`config.mk`:
```
export PLATFORM = sky130hd
export DESIGN_NAME = emlq_top
export DESIGN_NICKNAME = d
export VERILOG_FILES = /design/src/emlq_pkg.sv /design/src/emlq_top.sv
export SDC_FILE = /design/constraint.sdc
export NUM_CORES = 1
export LEC_CHECK = 0
export ABC_CLOCK_PERIOD_IN_PS = 3200
export BUFFER_PORTS_ARGS = -buffer_cell sky130_fd_sc_hd__buf_2
export CAP_MARGIN = 20
export CORE_ASPECT_RATIO = 1.75
export CORE_UTILIZATION = 40
export CTS_CLUSTER_DIAMETER = 40
export DETAILED_ROUTE_END_ITERATION = 10
export GPL_ROUTABILITY_DRIVEN = 0
export PLACE_DENSITY = 0.74
export SLEW_MARGIN = 5
export SYNTH_ARGS = -nofsm -noshare
export SYNTH_HDL_FRONTEND = slang
export SYNTH_SLANG_ARGS = --single-unit
export TNS_END_PERCENT = 5
```
`constraint.sdc`:
```
create_clock -name clk -period 3.2 [get_ports clk]
set_clock_uncertainty 0.1 [all_clocks]
set_input_delay 0.32 -clock clk [delete_from_list [all_inputs] [get_ports clk]]
set_output_delay 0.32 -clock clk [all_outputs]
set_load 0.01 [all_outputs]
```
`src/emlq_pkg.sv`:
```
package emlq_pkg;
   // ------------------------------------------------------------
   // register indices (byte address is four times the index)
   // ------------------------------------------------------------
   localparam logic [3:0] IDX_EVENT_HIGH = 4'h4;
   localparam logic [3:0] IDX_EVENT_LOW = 4'h5;
   localparam logic [3:0] IDX_EVENT_MASK_HIGH = 4'h6;
   localparam logic [3:0] IDX_EVENT_MASK_LOW = 4'h7;
   localparam logic [3:0] IDX_REMOTE_SUMMARY_MASK = 4'h8;
   localparam logic [3:0] IDX_EDGE_SAMPLING_PATTERN = 4'h9;
   localparam logic [3:0] IDX_CABLE_DELAY_SIGNAL_STRENGTH = 4'hA;

   // ------------------------------------------------------------
   // field layouts and reset values
   // ------------------------------------------------------------
   localparam logic [7:0] MASK_HIGH_WRITABLE = 8'h2F;
   localparam logic [7:0] MASK_LOW_WRITABLE = 8'h37;
   localparam logic [7:0] EVENT_HIGH_FLAGS = 8'h2F;
   localparam logic [7:0] EVENT_LOW_FLAGS = 8'h37;
   localparam int REMOTE_EVENT_BIT = 6;
   localparam int INT_STATUS_BIT = 7;
   localparam logic [7:0] MASK_RESET = 8'h00;
   localparam logic [7:0] PATTERN_RESET = 8'h00;
   localparam logic [3:0] STRENGTH_RESET = 4'h0;
   localparam logic [3:0] DELAY_RESET = 4'h0;
   localparam logic [3:0] STRENGTH_MAX = 4'hC;
   localparam logic [3:0] STRENGTH_LOW_LIMIT = 4'h2;
   localparam logic [3:0] DELAY_CODE_MAX = 4'hF;
   localparam int SAMPLES_PER_BIT = 8;

   // ------------------------------------------------------------
   // timing
   // ------------------------------------------------------------
   localparam int CLK_PERIOD_NS = 4;
   localparam int DELAY_UNIT_NS = 100;
   localparam int DELAY_UNIT_CYC =
      (DELAY_UNIT_NS / CLK_PERIOD_NS < 1) ? 1 : DELAY_UNIT_NS / CLK_PERIOD_NS;

   typedef enum logic [1:0] {DM_IDLE, DM_COUNT, DM_DONE} emlq_meas_t;
endpackage

```
`src/emlq_top.sv`:
```
// Added by the designer: the APB slave port.
`timescale 1ns/1ns
module emlq_top
   import emlq_pkg::*;
#(
   parameter int SLOT_COUNT = SAMPLES_PER_BIT
)(
   // clock and reset
   input wire logic clk,
   input wire logic reset,
   // apb slave
   input wire logic psel,
   input wire logic penable,
   input wire logic pwrite,
   input wire logic [7:0] paddr,
   input wire logic [31:0] pwdata,
   output logic [31:0] prdata,
   output logic pready,
   output logic pslverr,
   // event sources from the protocol engine
   input wire logic safeChannelErr,
   input wire logic fastPositionErr,
   input wire logic safePositionErr,
   input wire logic deviationThresholdErr,
   input wire logic protocolResetEvt,
   input wire logic messageInitAck,
   input wire logic longAnswerErr,
   input wire logic lowQualityWarn,
   input wire logic longChannelFree,
   input wire logic shortChannelFree,
   input wire logic [7:0] remoteSummary,
   // link quality sources
   input wire logic cableIn,
   input wire logic sampleTick,
   input wire logic startupActive,
   input wire logic delayProbe,
   input wire logic [3:0] strengthIn,
   // outputs
   output logic interruptOut,
   output logic qualityDegrade
);

   // ------------------------------------------------------------
   // register state
   // ------------------------------------------------------------
   logic [7:0] maskHigh_q;
   logic [7:0] maskLow_q;
   logic [7:0] sumMask_q;
   logic [7:0] evtHigh_q;
   logic [7:0] evtLow_q;
   logic [7:0] pattern_q;
   logic [3:0] strength_q;
   logic [3:0] delayCode_q;
   logic irq_q;
   logic degrade_q;
   logic [31:0] prdata_q;
   logic pready_q;
   logic pslverr_q;

   logic regSel;
   logic [3:0] regIdx;
   logic mapped;
   logic wrCommit;
   logic [7:0] wrByte;

   assign regIdx = paddr[5:2];
   assign regSel = (paddr[7:6] == 2'h0) && (paddr[1:0] == 2'h0);
   assign mapped = regSel && (regIdx >= IDX_EVENT_HIGH) &&
      (regIdx <= IDX_CABLE_DELAY_SIGNAL_STRENGTH);
   // write takes effect only at the edge that completes the access
   assign wrCommit = psel && penable && pready_q && pwrite && mapped;
   assign wrByte = pwdata[7:0];

   // ------------------------------------------------------------
   // event flag inputs
   // ------------------------------------------------------------
   logic [7:0] setHigh;
   logic [7:0] setLow;
   logic remoteFlag;
   logic remoteMask;

   assign setHigh = {2'b00, safeChannelErr, 1'b0, fastPositionErr,
      safePositionErr, deviationThresholdErr, protocolResetEvt};
   assign setLow = {2'b00, messageInitAck, longAnswerErr, 1'b0,
      lowQualityWarn, longChannelFree, shortChannelFree};
   assign remoteFlag = |(remoteSummary & sumMask_q);
   assign remoteMask = |sumMask_q;

   // ------------------------------------------------------------
   // mask registers
   // ------------------------------------------------------------
   always_ff @(posedge clk) begin
      if (reset) begin
         maskHigh_q <= MASK_RESET;
         maskLow_q <= MASK_RESET;
         sumMask_q <= MASK_RESET;
      end else if (wrCommit) begin
         if (regIdx == IDX_EVENT_MASK_HIGH) begin
            maskHigh_q <= wrByte & MASK_HIGH_WRITABLE;
         end
         if (regIdx == IDX_EVENT_MASK_LOW) begin
            maskLow_q <= wrByte & MASK_LOW_WRITABLE;
         end
         if (regIdx == IDX_REMOTE_SUMMARY_MASK) begin
            sumMask_q <= wrByte;
         end
      end
   end

   a_mask_high_zero: assert property (
      @(posedge clk) disable iff (reset)
      (maskHigh_q[7] == 1'b0) && (maskHigh_q[4] == 1'b0))
      else $error("high mask reserved bit set");

   a_mask_low_zero: assert property (
      @(posedge clk) disable iff (reset)
      (maskLow_q & ~MASK_LOW_WRITABLE) == 8'h00)
      else $error("low mask reserved bit set");

   // ------------------------------------------------------------
   // event flags: write one to clear, a new set wins
   // ------------------------------------------------------------
   always_ff @(posedge clk) begin
      if (reset) begin
         evtHigh_q <= 8'h00;
         evtLow_q <= 8'h00;
      end else begin
         // hardware never clears; only host writes do
         evtHigh_q <= ((evtHigh_q &
            ~((wrCommit && regIdx == IDX_EVENT_HIGH) ? wrByte : 8'h00))
            | setHigh) & EVENT_HIGH_FLAGS;
         evtLow_q <= ((evtLow_q &
            ~((wrCommit && regIdx == IDX_EVENT_LOW) ? wrByte : 8'h00))
            | setLow) & EVENT_LOW_FLAGS;
      end
   end

   a_flag_sticky: assert property (
      @(posedge clk) disable iff (reset)
      (evtLow_q[1] && !(wrCommit && regIdx == IDX_EVENT_LOW && wrByte[1]))
      |=> evtLow_q[1])
      else $error("event flag cleared without host write");

   a_set_wins: assert property (
      @(posedge clk) disable iff (reset)
      shortChannelFree |=> evtLow_q[0])
      else $error("event set lost");

   // ------------------------------------------------------------
   // interrupt combine
   // ------------------------------------------------------------
   logic irq_d;
   assign irq_d = (|(evtHigh_q & maskHigh_q)) | (|(evtLow_q & maskLow_q))
      | (remoteFlag & remoteMask);

   always_ff @(posedge clk) begin
      if (reset) begin
         irq_q <= 1'b0;
      end else begin
         irq_q <= irq_d;
      end
   end

   a_irq_follows_flags: assert property (
      @(posedge clk) disable iff (reset)
      $rose(|(evtHigh_q & maskHigh_q)) |=> irq_q)
      else $error("masked high flag did not raise interrupt");

   a_irq_needs_cause: assert property (
      @(posedge clk) disable iff (reset)
      ((evtHigh_q & maskHigh_q) == 8'h00 && (evtLow_q & maskLow_q) == 8'h00
       && !(remoteFlag && remoteMask)) |=> !irq_q)
      else $error("interrupt without masked cause");

   a_remote_path: assert property (
      @(posedge clk) disable iff (reset)
      (remoteFlag && remoteMask) |=> irq_q)
      else $error("remote summary event did not interrupt");

   // ------------------------------------------------------------
   // cable input synchroniser and edge sampling
   // ------------------------------------------------------------
   logic cableMeta_q;
   logic cableSync_q;
   logic cablePrev_q;
   logic [2:0] slot_q;
   logic patternLocked_q;
   logic cableEdge;

   always_ff @(posedge clk) begin
      if (reset) begin
         cableMeta_q <= 1'b0;
         cableSync_q <= 1'b0;
      end else begin
         cableMeta_q <= cableIn;
         cableSync_q <= cableMeta_q;
      end
   end

   // an edge is a change between two successive samples
   assign cableEdge = sampleTick && (cableSync_q != cablePrev_q);

   always_ff @(posedge clk) begin
      if (reset) begin
         cablePrev_q <= 1'b0;
         slot_q <= 3'h0;
      end else if (protocolResetEvt) begin
         slot_q <= 3'h0;
      end else if (sampleTick) begin
         cablePrev_q <= cableSync_q;
         slot_q <= (slot_q == 3'(SLOT_COUNT - 1)) ? 3'h0
            : slot_q + 3'h1;
      end
   end

   always_ff @(posedge clk) begin
      if (reset) begin
         pattern_q <= PATTERN_RESET;
         patternLocked_q <= 1'b0;
      end else if (protocolResetEvt) begin
         // forced protocol reset re-arms a fresh capture
         pattern_q <= PATTERN_RESET;
         patternLocked_q <= 1'b0;
      end else if (!patternLocked_q) begin
         if (startupActive && cableEdge) begin
            pattern_q[slot_q] <= 1'b1;
         end
         if (!startupActive && |pattern_q) begin
            patternLocked_q <= 1'b1;
         end
      end
   end

   a_pattern_frozen: assert property (
      @(posedge clk) disable iff (reset)
      (patternLocked_q && !protocolResetEvt) |=> $stable(pattern_q))
      else $error("edge pattern changed after start-up");

   // ------------------------------------------------------------
   // round trip delay measurement
   // ------------------------------------------------------------
   localparam int UNIT_W = $clog2(DELAY_UNIT_CYC + 1);
   emlq_meas_t meas_q;
   logic [UNIT_W-1:0] unitCnt_q;
   logic [3:0] measCode_q;

   always_ff @(posedge clk) begin
      if (reset) begin
         meas_q <= DM_IDLE;
         unitCnt_q <= '0;
         measCode_q <= DELAY_RESET;
         delayCode_q <= DELAY_RESET;
      end else if (protocolResetEvt) begin
         meas_q <= DM_IDLE;
         delayCode_q <= DELAY_RESET;
      end else begin
         unique case (meas_q)
            DM_IDLE: begin
               if (delayProbe) begin
                  meas_q <= DM_COUNT;
                  unitCnt_q <= '0;
                  measCode_q <= DELAY_RESET;
               end
            end
            DM_COUNT: begin
               if (cableEdge) begin
                  meas_q <= DM_DONE;
                  delayCode_q <= measCode_q;
               end else if (unitCnt_q == UNIT_W'(DELAY_UNIT_CYC - 1)) begin
                  unitCnt_q <= '0;
                  // each 100 ns step adds one code
                  if (measCode_q != DELAY_CODE_MAX) begin
                     measCode_q <= measCode_q + 4'h1;
                  end
               end else begin
                  unitCnt_q <= unitCnt_q + UNIT_W'(1);
               end
            end
            DM_DONE: begin
               meas_q <= DM_DONE;
            end
         endcase
      end
   end

   a_delay_held: assert property (
      @(posedge clk) disable iff (reset)
      (meas_q == DM_DONE && !protocolResetEvt) |=> $stable(delayCode_q))
      else $error("cable delay changed outside measurement");

   // ------------------------------------------------------------
   // signal strength, continuously tracked
   // ------------------------------------------------------------
   always_ff @(posedge clk) begin
      if (reset) begin
         strength_q <= STRENGTH_RESET;
         degrade_q <= 1'b0;
      end else begin
         // receiver may report above range; clamp to the scale top
         strength_q <= (strengthIn > STRENGTH_MAX) ? STRENGTH_MAX
            : strengthIn;
         degrade_q <= (strength_q < STRENGTH_LOW_LIMIT);
      end
   end

   a_strength_range: assert property (
      @(posedge clk) disable iff (reset)
      strength_q <= STRENGTH_MAX)
      else $error("strength beyond scale");

   a_degrade_low: assert property (
      @(posedge clk) disable iff (reset)
      (strength_q < STRENGTH_LOW_LIMIT) |=> degrade_q)
      else $error("low strength did not degrade quality");

   // ------------------------------------------------------------
   // apb read path, one wait-free access phase
   // ------------------------------------------------------------
   logic [7:0] rdByte;
   always_comb begin
      rdByte = 8'h00;
      unique case (regIdx)
         IDX_EVENT_HIGH: begin
            rdByte = evtHigh_q;
            rdByte[INT_STATUS_BIT] = irq_q;
            rdByte[REMOTE_EVENT_BIT] = remoteFlag;
         end
         IDX_EVENT_LOW: rdByte = evtLow_q;
         IDX_EVENT_MASK_HIGH: begin
            rdByte = maskHigh_q;
            rdByte[REMOTE_EVENT_BIT] = remoteMask;
         end
         IDX_EVENT_MASK_LOW: rdByte = maskLow_q;
         IDX_REMOTE_SUMMARY_MASK: rdByte = sumMask_q;
         IDX_EDGE_SAMPLING_PATTERN: rdByte = pattern_q;
         IDX_CABLE_DELAY_SIGNAL_STRENGTH: begin
            rdByte = {strength_q, delayCode_q};
         end
         default: rdByte = 8'h00;
      endcase
   end

   always_ff @(posedge clk) begin
      if (reset) begin
         pready_q <= 1'b0;
         pslverr_q <= 1'b0;
         prdata_q <= 32'h0000_0000;
      end else begin
         pready_q <= psel && !penable;
         pslverr_q <= psel && !penable && !mapped;
         if (psel && !penable && !pwrite && mapped) begin
            prdata_q <= {24'h00_0000, rdByte};
         end else if (psel && !penable) begin
            prdata_q <= 32'h0000_0000;
         end
      end
   end

   assign prdata = prdata_q;
   assign pready = pready_q;
   assign pslverr = pslverr_q;
   assign interruptOut = irq_q;
   assign qualityDegrade = degrade_q;

   a_apb_ready: assert property (
      @(posedge clk) disable iff (reset)
      (psel && !penable) |=> pready_q)
      else $error("access phase not answered next cycle");
endmodule

```
==> flow_summary.json <==
{
  "timing.critical_path.required_ns": 3.34,
  "crit_path_max_incr_delay_ns": 0.46,
  "postLayoutSetupSlackWorst_ns": 0.851,
  "total_routing_usage_reported_by_global_routing": 0.205,
  "worstHoldPathType": "primary input to flop",
  "cts_tree": "done",
  "crit_type": "flop to flop",
  "synthTopCellsByArea": "sky130_fd_sc_hd__dfxtp_1 (41%), sky130_fd_sc_hd__mux2i_1 (8.4%), sky130_fd_sc_hd__nor2_1 (6.0%)",
  "place_worst_setup_slack_ns": 0.906,
  "cts-htree-levels": 3,
  "final_cell_utilization_of_the_core": 0.481,
  "initial_utilization": 0.413,
  "finalInstanceArea_um2": 4170,
  "cellLeakagePower_nw": 1.63,
  "grt_antenna_before_repair": 0,
  "avgSynthCellArea_um2": 9.06,
  "design_power_total_mw": 2.14,
  "power_density_nw_per_um2": 513,
  "synth_edf_count": 0,
  "critPathArrivalTime_ns": 2.49,
  "vdd_ir_drop_max_mv": 0.356,
  "placed_area_um2": 3870,
  "dieHeight_um": 127,
  "ios": 107,
  "syn_inst_count": 395,
  "synthDominantAreaCellType": "sky130_fd_sc_hd__dfxtp_1",
  "first_iter_violations": 236,
  "critPathSlowestCell": "sky130_fd_sc_hd__ha_1",
  "final_wl_mm": 8.95,
  "diodes": 0,
  "route.antenna.remaining_nets": 0,
  "grt_first_pass_wirelength_mm": 14.3,
  "vias": 3086,
  "setup_violations": 0,
  "timing.slew.headroom": 0.323,
  "syn_area_um2": 3580,
  "syn2layout_area_growth_pct": 16.6,
  "asyncSetResetFlopFracSynth": 0,
  "cts.sinks": 74,
  "clk_pin_slew_worst_paths_ns": 0.06,
  "postCtsSetupRepairBufs": 0,
  "port_buffers": 58,
  "cp_max_fo": 13,
  "gr_overflow_total": 0,
  "maxUsedRoutingLayer": "met4",
  "maximum_clock_insertion_buffer_count": 2,
  "design.final.nets": 526,
  "worstPathBufferInverterCount": 2,
  "finalMaxSlewViolations": 0,
  "count_of_unresolved_drc_violations_after_routing": 0,
  "detailroute.wirelength.met2_mm": 4.89,
  "final_layout_size_suffix_gt1_frac": 0.203,
  "shortest_clock_period_the_worst_path_allows_after_layout_ns": 2.35,
  "worstMarginPinSlew_ns": 1.02,
  "synthDominantCellAreaShare": 0.414,
  "drt_pass1_iterations": 4,
  "wl_met1_mm": 3.26,
  "grt_setup_unrepaired": "false",
  "hpwlAfterDp_mm": 6.74,
  "warnings_from_yosys": 0,
  "die-width_um": 73.5,
  "synthDistinctLibCells": 52,
  "critical_path.cell_chain": "inv_1 > ha_1 > mux2i_1 > a311oi_2 > buf_4 > a21boi_4 > a21oi_1 > a211oi_1",
  "synth.most_common_cell": "sky130_fd_sc_hd__dfxtp_1",
  "critPathTopFamily": "compound AO/OA/AOI/OAI gates",
  "start_kind": "flop",
  "route.detailed.wl_per_inst_um": 15.7,
  "wl_met3_um": 368,
  "synth_common_cells": "sky130_fd_sc_hd__dfxtp_1 (74), sky130_fd_sc_hd__nor2_1 (57), sky130_fd_sc_hd__a21oi_1 (31)",
  "ys_seq_elements": 74,
  "setup-tns-final_ns": 0,
  "synth.yosys.seq_area_share": 0.414,
  "synth_ff_type": "sky130_fd_sc_hd__dfxtp_1",
  "cts-resized-gates": 0,
  "die-area_um2": 9350,
  "clock-root-buffer": "sky130_fd_sc_hd__clkbuf_16",
  "placement_rows": 45,
  "final.period_utilization": 0.734,
  "grt_max_degree": 54,
  "maxCapViolations": 0,
  "end_kind": "flop",
  "status": "finished, final reports clean",
  "cts-buffers-inserted": 9,
  "core_um2": 8670,
  "hold_viol_final": 0,
  "grt_pass1_vias": 3004,
  "routed_via_density": 5.41,
  "cts_hold_buf": 0,
  "worstSkewPairLatency_ns": 0.34,
  "clock.fmax_mhz": 426
}
cell usage in the layout, fill, tap and decap left out, types with 9 or more instances in the layout:
cell type                   instances
sky130_fd_sc_hd__nand3_1           18
sky130_fd_sc_hd__a21oi_1           31
sky130_fd_sc_hd__conb_1            24
sky130_fd_sc_hd__mux2i_1           30
sky130_fd_sc_hd__dfxtp_1           74
sky130_fd_sc_hd__nor2_1            57
sky130_fd_sc_hd__buf_2             58
sky130_fd_sc_hd__nand2_1           16
sky130_fd_sc_hd__clkbuf_16          9
sky130_fd_sc_hd__a22oi_1           12
sky130_fd_sc_hd__nor2b_1           13
layout make-up:
cell class,count,area [um2]
clock buffer,10,239
clock inverter,6,66.3
fill,820,4500
inverter,5,18.8
multi-input combinational,297,1910
sequential,74,1480
tap,117,146
timing repair buffer,61,313
state kept, by name, indices dropped and copies added (netlist names), 2 cells and up:
register     flops
pattern_q        8
prdata           8
sumMask_q        8
evtHigh_q        5
evtLow_q         5
maskHigh_q       5
maskLow_q        5
unitCnt_q        5
delayCode_q      4
measCode_q       4
strength_q       4
slot_q           3
meas_q           2
metrics by stage:
stage                     hold WS [ns]  instances
final                           0.0871        570
after global routing            0.0897        570
after CTS                       0.0813        570
after detailed placement         0.334        554
after global placement           0.327        554
after floorplan                  0.299        418
logic make-up after synthesis:
group / count (synthesis) / synth area share
mux: 36 / 0.109
flops: 74 / 0.414
simple gates: 149 / 0.220
compound gates: 76 / 0.143
buf+inv: 47 / 0.0769
other cells: 1 / 0.00105
xor+xnor: 5 / 0.0122
fa+ha+maj: 7 / 0.0245
final timing paths:
path | startpoint | endpoint | slack [ns] | depth (start not counted)
max reg2reg | meas_q[1]$_SDFFE_PP0P_ | measCode_q[2]$_SDFFE_PP0P_ | 0.85 | 8
max | meas_q[1]$_SDFFE_PP0P_ | measCode_q[2]$_SDFFE_PP0P_ | 0.85 | 8
min | longAnswerErr | evtLow_q[4]$_SDFF_PP0_ | 0.09 | 3
min reg2reg | strength_q[2]$_SDFF_PP0_ | qualityDegrade$_SDFF_PP0_ | 0.34 | 1
tightest hold or removal path: stages:
cell                      delay, ns
sky130_fd_sc_hd__buf_2         0.08
sky130_fd_sc_hd__a21oi_1       0.03
sky130_fd_sc_hd__nor2_1        0.06
where the power goes:
group | internal [mW] | total [mW] | switching, mW
Combinational | 0.0599 | 0.165 | 0.105
Sequential | 0.940 | 0.956 | 0.0154
Clock | 0.624 | 1.02 | 0.396
routing by layer:
layer | GRT usage | vias to the layer above
met4 | 0.131 | 0
met5 | 0 | -
met3 | 0.0560 | 26
met1 | 0.204 | 1484
li1 | - | 1484
met2 | 0.364 | 92
Note: power is estimated with default switching activity, not from simulation.
